**src/rtl/spi_stall_pkg.sv**
```systemverilog
// Shared constants, register map and state types of the transmit-stall block.
package spi_stall_pkg;

    // Register byte offsets on the APB side.
    localparam int ADDR_W = 8;
    localparam logic [ADDR_W-1:0] OFF_CTRL = 8'h00;
    localparam logic [ADDR_W-1:0] OFF_STATUS = 8'h04;
    localparam logic [ADDR_W-1:0] OFF_MASK = 8'h08;
    localparam logic [ADDR_W-1:0] OFF_THRESH = 8'h0C;
    localparam logic [ADDR_W-1:0] OFF_XFER = 8'h10;

    // Control register fields.
    localparam int CTRL_STALL_BIT = 5;
    localparam int CTRL_IRQEN_BIT = 4;
    localparam int CTRL_RXREQ_BIT = 3;

    // Interrupt status and mask fields share one layout.
    localparam int INT_DONE_BIT = 0;
    localparam int INT_RXREQ_BIT = 1;

    // Transfer request register field.
    localparam int XFER_GO_BIT = 0;

    // Reset values.
    localparam logic STALL_RESET = 1'b0;
    localparam logic IRQEN_RESET = 1'b1;
    localparam logic MASK_RX_RESET = 1'b0;

    // Serial byte framing.
    localparam logic [7:0] FILLER_BYTE = 8'hFF;
    localparam logic [3:0] BYTE_BITS = 4'h8;
    localparam int SCK_HALF_DEFAULT = 4;
    localparam int RX_CNT_W_DEFAULT = 4;

    typedef enum logic {XF_IDLE, XF_SHIFT} xfer_state_type;
    typedef enum logic {SH_IDLE, SH_RUN} shift_state_type;

endpackage : spi_stall_pkg

```
**src/rtl/shift_if.sv**
```systemverilog
// Link between the transfer control and the byte shifter.
`timescale 1ns/1ps
interface shift_if;
    logic start;
    logic [7:0] data;
    logic done;
    logic sck;
    logic mosi;

    modport ctl (output start, output data, input done, input sck,
                 input mosi);
    modport eng (input start, input data, output done, output sck,
                 output mosi);
endinterface : shift_if

```
**src/rtl/spi_byte_shifter.sv**
```systemverilog
// Byte shifter that sends one byte MSB first with a divided serial clock.
`timescale 1ns/1ps
module spi_byte_shifter
#(
    parameter int HALF_CYCLES = spi_stall_pkg::SCK_HALF_DEFAULT
)
(
    // Clock and reset.
    input wire logic i_clk,
    input wire logic i_rst_n,
    // Control side.
    shift_if.eng bus
);
    import spi_stall_pkg::*;

    localparam int CW = (HALF_CYCLES > 1) ? $clog2(HALF_CYCLES) : 1;
    localparam logic [CW-1:0] DIV_LAST = CW'(HALF_CYCLES - 1);

    typedef struct packed {
        shift_state_type st;
        logic [CW-1:0] div;
        logic [3:0] falls;
        logic [7:0] sh;
        logic sck;
        logic done;
    } shifter_state_type;

    shifter_state_type s_q;
    shifter_state_type s_d;

    always_comb
    begin
        s_d = s_q;
        s_d.done = 1'b0;
        unique case (s_q.st)
            SH_IDLE:
            begin
                if (bus.start)
                begin
                    s_d.sh = bus.data;
                    s_d.div = '0;
                    s_d.falls = '0;
                    s_d.sck = 1'b0;
                    s_d.st = SH_RUN;
                end
            end
            SH_RUN:
            begin
                if (s_q.div == DIV_LAST)
                begin
                    s_d.div = '0;
                    s_d.sck = ~s_q.sck;
                    // A falling edge moves to the next bit.
                    if (s_q.sck)
                    begin
                        s_d.falls = s_q.falls + 4'h1;
                        s_d.sh = {s_q.sh[6:0], 1'b1};
                        if (s_q.falls == BYTE_BITS - 4'h1)
                        begin
                            s_d.st = SH_IDLE;
                            s_d.done = 1'b1;
                        end
                    end
                end
                else
                begin
                    s_d.div = s_q.div + CW'(1);
                end
            end
        endcase
    end

    always_ff @(posedge i_clk)
    begin
        if (!i_rst_n)
        begin
            s_q <= '0;
        end
        else
        begin
            s_q <= s_d;
        end
    end

    assign bus.done = s_q.done;
    assign bus.sck = s_q.sck;
    assign bus.mosi = s_q.sh[7];

endmodule : spi_byte_shifter

```
**src/rtl/spi_fifo_hold_and_request.sv**
```systemverilog
// Transmit stall, transfer interrupt and receive request logic with APB.
//
// Overview of operation
// [RULE_01] A stall raised mid-byte lets that byte finish shifting first.
// [RULE_02] While stalled, new transfers send 0xFF and never pop the FIFO.
// [RULE_03] After the stall clears, bytes come from the FIFO in order.
// [RULE_04] Enable at 1 (reset 1, read-write): done flag raises interrupt.
// [RULE_05] Enable at 0: a set done flag raises no interrupt.
// [RULE_06] Request flag is 1 when receive count exceeds the threshold.
// [RULE_07] Request flag is 0 when count is at most threshold; resets 0.
// [RULE_08] Request flag follows count every cycle, no software clearing.
`timescale 1ns/1ps
module spi_fifo_hold_and_request
#(
    parameter int RX_CNT_W = spi_stall_pkg::RX_CNT_W_DEFAULT,
    parameter int HALF_CYCLES = spi_stall_pkg::SCK_HALF_DEFAULT
)
(
    // Clock and reset.
    input wire logic i_clk,
    input wire logic i_rst_n,
    // APB slave.
    input wire logic i_psel,
    input wire logic i_penable,
    input wire logic i_pwrite,
    input wire logic [spi_stall_pkg::ADDR_W-1:0] i_paddr,
    input wire logic [31:0] i_pwdata,
    output logic o_pready,
    output logic [31:0] o_prdata,
    output logic o_pslverr,
    // Transmit FIFO read side.
    input wire logic i_tx_valid,
    input wire logic [7:0] i_tx_data,
    output logic o_tx_pop,
    // Receive FIFO fill level.
    input wire logic [RX_CNT_W-1:0] i_rx_count,
    // Serial line.
    output logic o_sck,
    output logic o_mosi,
    // Interrupt.
    output logic o_irq
);
    import spi_stall_pkg::*;

    typedef struct packed {
        xfer_state_type st;
        logic stall;
        logic irq_en;
        logic mask_rx;
        logic [RX_CNT_W-1:0] thresh;
        logic done_flag;
        logic rx_evt;
        logic rx_req;
        logic go_pend;
        logic start;
        logic [7:0] tx_byte;
        logic pop;
        logic pready;
        logic pslverr;
        logic [31:0] prdata;
        logic irq;
    } ctl_state_type;

    ctl_state_type s_q;
    ctl_state_type s_d;

    shift_if bus ();

    function automatic logic mapped(input logic [ADDR_W-1:0] a);
        mapped = (a == OFF_CTRL) || (a == OFF_STATUS) || (a == OFF_MASK)
            || (a == OFF_THRESH) || (a == OFF_XFER);
    endfunction : mapped

    function automatic logic [31:0] read_word(input logic [ADDR_W-1:0] a,
                                              input ctl_state_type s);
        logic [31:0] w;
        w = '0;
        if (a == OFF_CTRL)
        begin
            w[CTRL_STALL_BIT] = s.stall;
            w[CTRL_IRQEN_BIT] = s.irq_en;
            w[CTRL_RXREQ_BIT] = s.rx_req;
        end
        else if (a == OFF_STATUS)
        begin
            w[INT_DONE_BIT] = s.done_flag;
            w[INT_RXREQ_BIT] = s.rx_evt;
        end
        else if (a == OFF_MASK)
        begin
            w[INT_DONE_BIT] = s.irq_en;
            w[INT_RXREQ_BIT] = s.mask_rx;
        end
        else if (a == OFF_THRESH)
        begin
            w = 32'(s.thresh);
        end
        else if (a == OFF_XFER)
        begin
            w[XFER_GO_BIT] = s.go_pend;
        end
        read_word = w;
    endfunction : read_word

    logic acc;
    logic wr;
    logic launch;
    logic from_fifo;

    always_comb
    begin
        s_d = s_q;
        s_d.start = 1'b0;
        s_d.pop = 1'b0;
        s_d.pready = 1'b0;
        acc = i_psel && i_penable;
        // The answer comes one cycle into the access phase.
        if (acc && !s_q.pready)
        begin
            s_d.pready = 1'b1;
            s_d.pslverr = !mapped(i_paddr);
            s_d.prdata = i_pwrite ? 32'h00000000 : read_word(i_paddr, s_q);
        end
        wr = acc && s_q.pready && i_pwrite && mapped(i_paddr);
        launch = 1'b0;
        from_fifo = 1'b0;

        // The stall is only looked at when a byte is about to start.
        unique case (s_q.st)
            XF_IDLE:
            begin
                launch = s_q.go_pend || (i_tx_valid && !s_q.stall);
                from_fifo = !s_q.stall && i_tx_valid; // RULE_02
                if (launch)
                begin
                    s_d.start = 1'b1;
                    s_d.tx_byte = from_fifo ? i_tx_data : FILLER_BYTE; // RULE_02
                    s_d.pop = from_fifo; // RULE_03
                    s_d.go_pend = 1'b0;
                    s_d.st = XF_SHIFT;
                end
            end
            XF_SHIFT:
            begin
                if (bus.done)
                begin
                    s_d.st = XF_IDLE; // RULE_01
                end
            end
        endcase

        if (wr && i_paddr == OFF_CTRL)
        begin
            s_d.stall = i_pwdata[CTRL_STALL_BIT];
            s_d.irq_en = i_pwdata[CTRL_IRQEN_BIT]; // RULE_04
        end
        if (wr && i_paddr == OFF_MASK)
        begin
            s_d.irq_en = i_pwdata[INT_DONE_BIT];
            s_d.mask_rx = i_pwdata[INT_RXREQ_BIT];
        end
        if (wr && i_paddr == OFF_THRESH)
        begin
            s_d.thresh = i_pwdata[RX_CNT_W-1:0];
        end
        if (wr && i_paddr == OFF_XFER && i_pwdata[XFER_GO_BIT])
        begin
            s_d.go_pend = 1'b1;
        end

        // Sticky flags: a hardware set in the clearing cycle wins.
        if (wr && i_paddr == OFF_STATUS && i_pwdata[INT_DONE_BIT])
        begin
            s_d.done_flag = 1'b0;
        end
        if (wr && i_paddr == OFF_STATUS && i_pwdata[INT_RXREQ_BIT])
        begin
            s_d.rx_evt = 1'b0;
        end
        if (bus.done)
        begin
            s_d.done_flag = 1'b1;
        end

        s_d.rx_req = i_rx_count > s_q.thresh; // RULE_06 RULE_07 RULE_08
        if (s_d.rx_req && !s_q.rx_req)
        begin
            s_d.rx_evt = 1'b1;
        end

        // Registered from next state so the pin follows the flags at once.
        s_d.irq = (s_d.done_flag && s_d.irq_en) // RULE_04 RULE_05
            || (s_d.rx_evt && s_d.mask_rx);
    end

    always_ff @(posedge i_clk)
    begin
        if (!i_rst_n)
        begin
            s_q <= '0;
            s_q.stall <= STALL_RESET;
            s_q.irq_en <= IRQEN_RESET;
            s_q.mask_rx <= MASK_RX_RESET;
        end
        else
        begin
            s_q <= s_d;
        end
    end

    assign bus.start = s_q.start;
    assign bus.data = s_q.tx_byte;

    spi_byte_shifter #(
        .HALF_CYCLES(HALF_CYCLES)
    ) u_shifter (
        .i_clk(i_clk),
        .i_rst_n(i_rst_n),
        .bus(bus)
    );

    assign o_pready = s_q.pready;
    assign o_prdata = s_q.prdata;
    assign o_pslverr = s_q.pslverr;
    assign o_tx_pop = s_q.pop;
    assign o_sck = bus.sck;
    assign o_mosi = bus.mosi;
    assign o_irq = s_q.irq;

    a_byte_completes: assert property ( // RULE_01
        @(posedge i_clk) disable iff (!i_rst_n)
        (s_q.st == XF_SHIFT && !bus.done) |=> s_q.st == XF_SHIFT
    ) else $error("Byte left before shifting finished.");

    a_stall_filler_sent: assert property ( // RULE_02
        @(posedge i_clk) disable iff (!i_rst_n)
        (s_q.st == XF_IDLE && s_q.stall && s_q.go_pend)
        |=> (s_q.start && s_q.tx_byte == FILLER_BYTE)
    ) else $error("Stalled transfer did not send the filler.");

    a_stall_no_pop: assert property ( // RULE_02
        @(posedge i_clk) disable iff (!i_rst_n)
        s_q.stall |=> !s_q.pop
    ) else $error("Transmit FIFO popped while stalled.");

    a_resume_from_fifo: assert property ( // RULE_03
        @(posedge i_clk) disable iff (!i_rst_n)
        (s_q.st == XF_IDLE && !s_q.stall && i_tx_valid)
        |=> (s_q.pop && s_q.start && s_q.tx_byte == $past(i_tx_data))
    ) else $error("Queued byte was not taken after stall cleared.");

    a_irq_on_done: assert property ( // RULE_04
        @(posedge i_clk) disable iff (!i_rst_n)
        (bus.done && s_q.irq_en && !wr) |=> (o_irq && s_q.done_flag)
    ) else $error("Enabled done flag gave no interrupt.");

    a_irq_disabled: assert property ( // RULE_05
        @(posedge i_clk) disable iff (!i_rst_n)
        (!s_q.irq_en && !(s_q.rx_evt && s_q.mask_rx)) |-> !o_irq
    ) else $error("Interrupt raised with enable at zero.");

    a_rxreq_above: assert property ( // RULE_06
        @(posedge i_clk) disable iff (!i_rst_n)
        (i_rx_count > s_q.thresh) |=> s_q.rx_req
    ) else $error("Request flag low with count above threshold.");

    a_rxreq_at_or_below: assert property ( // RULE_07
        @(posedge i_clk) disable iff (!i_rst_n)
        (i_rx_count <= s_q.thresh) |=> !s_q.rx_req
    ) else $error("Request flag high with count at threshold.");

    a_rxreq_tracks: assert property ( // RULE_08
        @(posedge i_clk) disable iff (!i_rst_n)
        $fell(s_q.rx_req) |-> $past(i_rx_count) <= $past(s_q.thresh)
    ) else $error("Request flag fell without the count dropping.");

    a_apb_ready_pulse: assert property (
        @(posedge i_clk) disable iff (!i_rst_n)
        s_q.pready |=> !s_q.pready
    ) else $error("APB ready held for more than one cycle.");

    // A start while shifting would be ignored by the shifter and its byte lost.
    a_no_start_busy: assert property ( // RULE_01
        @(posedge i_clk) disable iff (!i_rst_n)
        (s_q.st == XF_SHIFT) |=> !s_q.start
    ) else $error("New byte started while one was shifting.");

    a_sck_idle_low: assert property ( // RULE_01
        @(posedge i_clk) disable iff (!i_rst_n)
        (s_q.st == XF_IDLE) |-> !o_sck
    ) else $error("Serial clock high between bytes.");

    a_filler_without_pop: assert property ( // RULE_02
        @(posedge i_clk) disable iff (!i_rst_n)
        (s_q.start && !s_q.pop) |-> (s_q.tx_byte == FILLER_BYTE)
    ) else $error("Byte sent without a pop was not the filler.");

    a_pop_single: assert property ( // RULE_03
        @(posedge i_clk) disable iff (!i_rst_n)
        s_q.pop |=> !s_q.pop
    ) else $error("Transmit FIFO popped twice for one byte.");

    a_done_sets_flag: assert property ( // RULE_04
        @(posedge i_clk) disable iff (!i_rst_n)
        bus.done |=> s_q.done_flag
    ) else $error("Finished byte did not set the done flag.");

endmodule : spi_fifo_hold_and_request

```
**config.mk**
```make
export PLATFORM = sky130hd
export DESIGN_NAME = spi_fifo_hold_and_request
export DESIGN_NICKNAME = d
export VERILOG_FILES = /design/src/rtl/spi_stall_pkg.sv /design/src/rtl/shift_if.sv /design/src/rtl/spi_byte_shifter.sv /design/src/rtl/spi_fifo_hold_and_request.sv
export SDC_FILE = /design/constraint.sdc
export NUM_CORES = 1
export LEC_CHECK = 0
export ABC_CLOCK_PERIOD_IN_PS = 1600
export BUFFER_PORTS_ARGS = -buffer_cell sky130_fd_sc_hd__buf_2
export CAP_MARGIN = 5
export CORE_MARGIN = 10
export CORE_UTILIZATION = 43
export CTS_CLUSTER_DIAMETER = 100
export DETAILED_ROUTE_END_ITERATION = 6
export PLACE_DENSITY = 0.86
export SKIP_LAST_GASP = 1
export SLEW_MARGIN = 5
export SYNTH_ARGS = -nofsm -noshare
export SYNTH_HDL_FRONTEND = slang
export SYNTH_SLANG_ARGS = --single-unit
```
**constraint.sdc**
```tcl
create_clock -name i_clk -period 1.6 [get_ports i_clk]
set_input_delay 0.08 -clock i_clk [delete_from_list [all_inputs] [get_ports i_clk]]
set_output_delay 0.08 -clock i_clk [all_outputs]
set_load 0.03 [all_outputs]
```
# Word level (Yosys, flattened, before mapping)
# Cells that the tools add are included.
[word_totals]
regBits = 74
[op_classes]
n_addsub = 2
n_lt_le_gt_ge = 1
eq_ne = 10
mux = 35
bitwise = 5
n_reduce_logical = 36
[ops]
columns = ["op", "n"]
rows = [
  ["$mux 34", 1],
  ["$mux 32", 1],
  ["$pmux 16 s2", 1],
  ["$mux 26", 1],
  ["$mux 11", 2],
  ["$logic_and 1x1->1", 17],
  ["$eq 8x4->1 const B", 2],
  ["$mux 16", 1],
  ["$mux 1", 15],
  ["$mux 14", 1],
  ["$mux 12", 1],
  ["$mux 2", 6],
  ["$mux 3", 3],
  ["$eq 8x3->1 const B", 1],
  ["$eq 8x5->1 const B", 1],
  ["$logic_not 8->1", 1],
  ["$mux 8", 1],
  ["$logic_or 1x1->1", 6],
  ["$ne 2x2->1 const B", 3],
  ["$reduce_and 2->1", 3],
  ["$not 1->1", 5],
  ["$add 4x1->4 const B", 1],
  ["$eq 4x3->1 const B", 1],
  ["$gt 4x4->1", 1],
  ["other kinds (10)", 13],
]

# Depth between registers and ports, before layout
[depth]
word_depth = 12
depth_mapped = 7
mapped_depth_nobuf = 7

# Hierarchy
# A second synthesis with hierarchy kept.
[unflattened]
cells_unflattened = 256
hier_area_um2 = 2363.5
[modules_own_cells]
columns = ["mod", "n_inst", "cells_per_inst", "area_per_inst_um2"]
rows = [
  ["spi_fifo_hold_and_request", 1, 179, 1627.8],
  ["spi_byte_shifter", 1, 77, 735.7],
]

# Worst setup path after synthesis
# Ideal clock, no wire load.
[synth_timing]
path_kind = "reg-to-reg"
start = "register u_shifter.s_q (netlist bit u_shifter.bus.sck)"
end = "register u_shifter.s_q[11] (netlist name)"
arrival_time_ns = 1.409
t_required_ns = 1.472
path_slack_ns = 0.064
stages_incl_launch_ff = 7
period_less_slack_ns = 1.536
path_cell_list = "dfxtp_1 -> and3_1 -> clkbuf_1 -> clkbuf_1 -> nor2_1 -> a21oi_1 -> nor2_1"
[synth_via]
elab_chain_len = 2
[synth_lines]
columns = ["item", "line_no", "text"]
rows = [
  ["from (decl)", "spi_byte_shifter.sv:28", "shifter_state_type s_q;"],
  ["from (signal assigned)", "spi_byte_shifter.sv:77", "s_q <= '0;"],
  ["from (signal assigned)", "spi_byte_shifter.sv:81", "s_q <= s_d;"],
  ["$ne 2x2->1 (no source line)", "--", ""],
  ["$reduce_and 3->1 (no source line)", "--", ""],
]
# Every way passes these cells.
# A chain may end at the register's enable or synchronous reset.

# Final worst setup path
[layout_timing]
start = "register s_q[52] (netlist name)"
end = "register s_q (netlist bit o_irq)"
[layout_via]
elab_chain_len = 5
[layout_lines]
columns = ["item", "line_no", "text"]
rows = [
  ["from (decl)", "spi_fifo_hold_and_request.sv:64", "ctl_state_type s_q;"],
  ["$gt 4x4->1", "spi_fifo_hold_and_request.sv:185", "s_d.rx_req = i_rx_count > s_q.thresh;"],
  ["$logic_and 1x1->1", "spi_fifo_hold_and_request.sv:186", "if (s_d.rx_req && !s_q.rx_req)"],
  ["$mux 1", "spi_fifo_hold_and_request.sv:186", ""],
  ["$logic_and 1x1->1", "spi_fifo_hold_and_request.sv:193", "|| (s_d.rx_evt && s_d.mask_rx);"],
  ["$logic_or 1x1->1", "spi_fifo_hold_and_request.sv:193", ""],
]
# Every way passes these cells.

==> flow_summary.ini <==
[status]
status = completed

[sta]
fmax_mhz = 666
fin_crit_sh_pct = 93.8
clock_skew_ps = 6.30
hold_viol_final = 0
final.setup.worst_slack_ps = 99.0
setup_viol = 0
setup_tns_ps = 0
rsz0062_at_grt = false
min_period_ps = 1500
slew_viol_final = 0

[synth]
synth_warnings = 0
ys_ff_latch = 48
syn_area_mm2 = 0.00228
syn_avg_cell_area_um2 = 8.77
synth.distinct_cells = 43
synth_top_flop_cell = dfxtp_1
synth_cells = 260
synth_edf_count = 0
async_reset_ff_share_pct = 0
ys_seq_area_share_pct = 42.2

[layout]
multi_input_area_mm2 = 0.00109
syn_to_final_growth_pct = 13.4
post-route-util_pct = 50.3
seqCellArea_um2 = 961
final_nets = 369
drive_gt1_share_pct = 26.5
fill_cells = 492
diodes = 0
final_cells = 376

[setup_path]
critPathKind = reg -> reg
required_ps = 1800
cp_slowest_cell = dfxtp_1
path_buf_inv = 1
cpPeakStageDelay_ps = 360
cp_cell_sequence = inv_1, ha_1, a21oi_1, o21ai_0, a32oi_1, o21ai_2
critPathCaptureType = flip-flop
cp.arrival_ps = 1700
worstSetupStartpointType = flip-flop
cp_max_fo = 3
critPathTopFamily = compound AO/OA/AOI/OAI gates

[drt]
drtIter0Drc = 105
num_vias = 1883
via_per_inst = 5.01
drtPass1Iterations = 4
wl_per_cell_um = 13.6
wl_mm = 5.10
drc_errors = 0
drt.antenna.violating_nets = 0

[placement]
post-place-cells = 368
hpwl_mm = 3.91
place_ws_ps = -53.1
gp_congestion = 0.890
io_buffers = 43

[die]
die-area_mm2 = 0.00861
num_io_pins = 96
initial_core_util_pct = 44.4
core_mm2 = 0.00514
die_w_um = 92.8
rows = 26
fp.dieH_um = 92.8

[grt]
antenna_found_initial = 0
grt_pass1_vias = 1810
grt_pass1_wl_mm = 8.24
grt_max_degree = 22
grt_overflow = 0
track_usage_pct = 11.5

[clock_network]
cts_hold_buffers = 0
clk_pin_slew_ps = 90
cts_tree = done
cts_resized = 0
cts.sinks = 48
clockBufferDepth = 2
insertion_delay_ps = 310
cts-buffers-inserted = 5
post_cts_buffers = 0
htreeDepth = 2
cts_root_buffer = clkbuf_8

[pwr]
max-vdd-ir-drop_uv = 354
p_leak_nw = 1.13
power_density_mw_per_mm2 = 901

[min_path]
hold_class = in -> reg

[job]
cap_violations = 0
==> cell usage in the layout (no fill, tap or decap), types with 6 or more instances in the layout <==
master and count:
a22oi_1 7, a21oi_1 18, buf_4 12, inv_1 10, conb_1 26, nand2_1 23, nor2_1 21, clkbuf_8 6
o221a_2 8, and3_1 6, nand3_1 13, dfxtp_1 48, o21ai_0 12, buf_2 43, ha_1 6
==> where the power goes <==
part	switching (mW)	leakage [nW]	internal (mW)
Combinational	0.208	0.698	0.0960
Clock	0.416	0.0434	0.350
Sequential	0.0257	0.391	1.23
==> layout make-up <==
class                           count  area share [%]
Timing Repair Buffer               55            11.8
Tap cell                           70            3.39
Clock inverter                      2           0.581
Clock buffer                        6            3.19
Sequential cell                    48            37.2
Inverter                           11            1.60
Multi-Input combinational cell    184            42.3
==> synth_stat cells (all sizes together), types with 2 or more instances <==
library cell | n | area [µm²]
o21ai | 14 | 77.6
dfxtp | 48 | 961
nand2 | 23 | 86.3
nand2b | 2 | 12.5
mux2 | 2 | 22.5
nor3 | 4 | 25.0
inv | 10 | 37.5
and2 | 2 | 12.5
xor2 | 3 | 26.3
nor4 | 2 | 27.5
o221a | 8 | 90.1
nor2b | 3 | 18.8
clkbuf | 9 | 33.8
nand4 | 3 | 18.8
nand3b | 2 | 15.0
a31oi | 2 | 12.5
nor2 | 21 | 78.8
ha | 6 | 75.1
a22oi | 7 | 52.6
a21oi | 18 | 90.1
a21o | 3 | 22.5
buf | 33 | 245
mux2i | 2 | 20.0
and3 | 6 | 37.5
nand3 | 14 | 75.1
==> metrics by stage <==
step / hold slack (ps) / power [mW] / area, µm²
5_1_grt: 21.6 / 2.42 / 2580
6_report: 12.6 / 2.33 / 2580
3_3_place_gp: 327 / 1.58 / 2490
3_5_place_dp: 338 / 1.59 / 2490
4_1_cts: 10.9 / 2.34 / 2580
2_1_floorplan: 220 / 1.54 / 2370
==> metal layers <==
metal | GRT usage [%] | wire [µm] | vias up
met5 | 0 | 0 | -
met4 | 4.37 | 73 | 0
met3 | 4.20 | 341 | 5
met2 | 18.9 | 2460 | 55
met1 | 13.5 | 2220 | 883
li1 | - | - | 940
==> worst register-to-register path, delay by kind of cell (launching register included) <==
family          cells  cell delay (ps)
compound gates      4              680
flops               1              360
fa+ha+maj           1              300
buf+inv             1               50
==> registers in the layout, indices dropped and copies added (netlist names), 6 cells and up <==
register       cells
s_q               12
u_shifter.s_q     14
o_prdata           6
bus.data           8
==> kinds of logic after synthesis <==
family	Yosys count	share of synthesized area, %
simple gates	87	19.8
buf+inv	53	14.1
flops	48	42.2
other cells	1	0.164
fa+ha+maj	6	3.29
mux	4	1.87
xor+xnor	4	1.54
compound gates	57	17.1
==> path summary, 6_finish.rpt <==
| path | from | to | slack [ps] | cells after the start |
|---|---|---|---|---|
| max | s_q[52] | o_irq | 100 | 6 |
| min | i_pwdata[5] | s_q[55] | 10 | 3 |
| max reg2reg | s_q[52] | o_irq | 100 | 6 |
| min reg2reg | o_prdata[1] | o_prdata[1] | 450 | 2 |
Power figures use the tool's default switching activity.
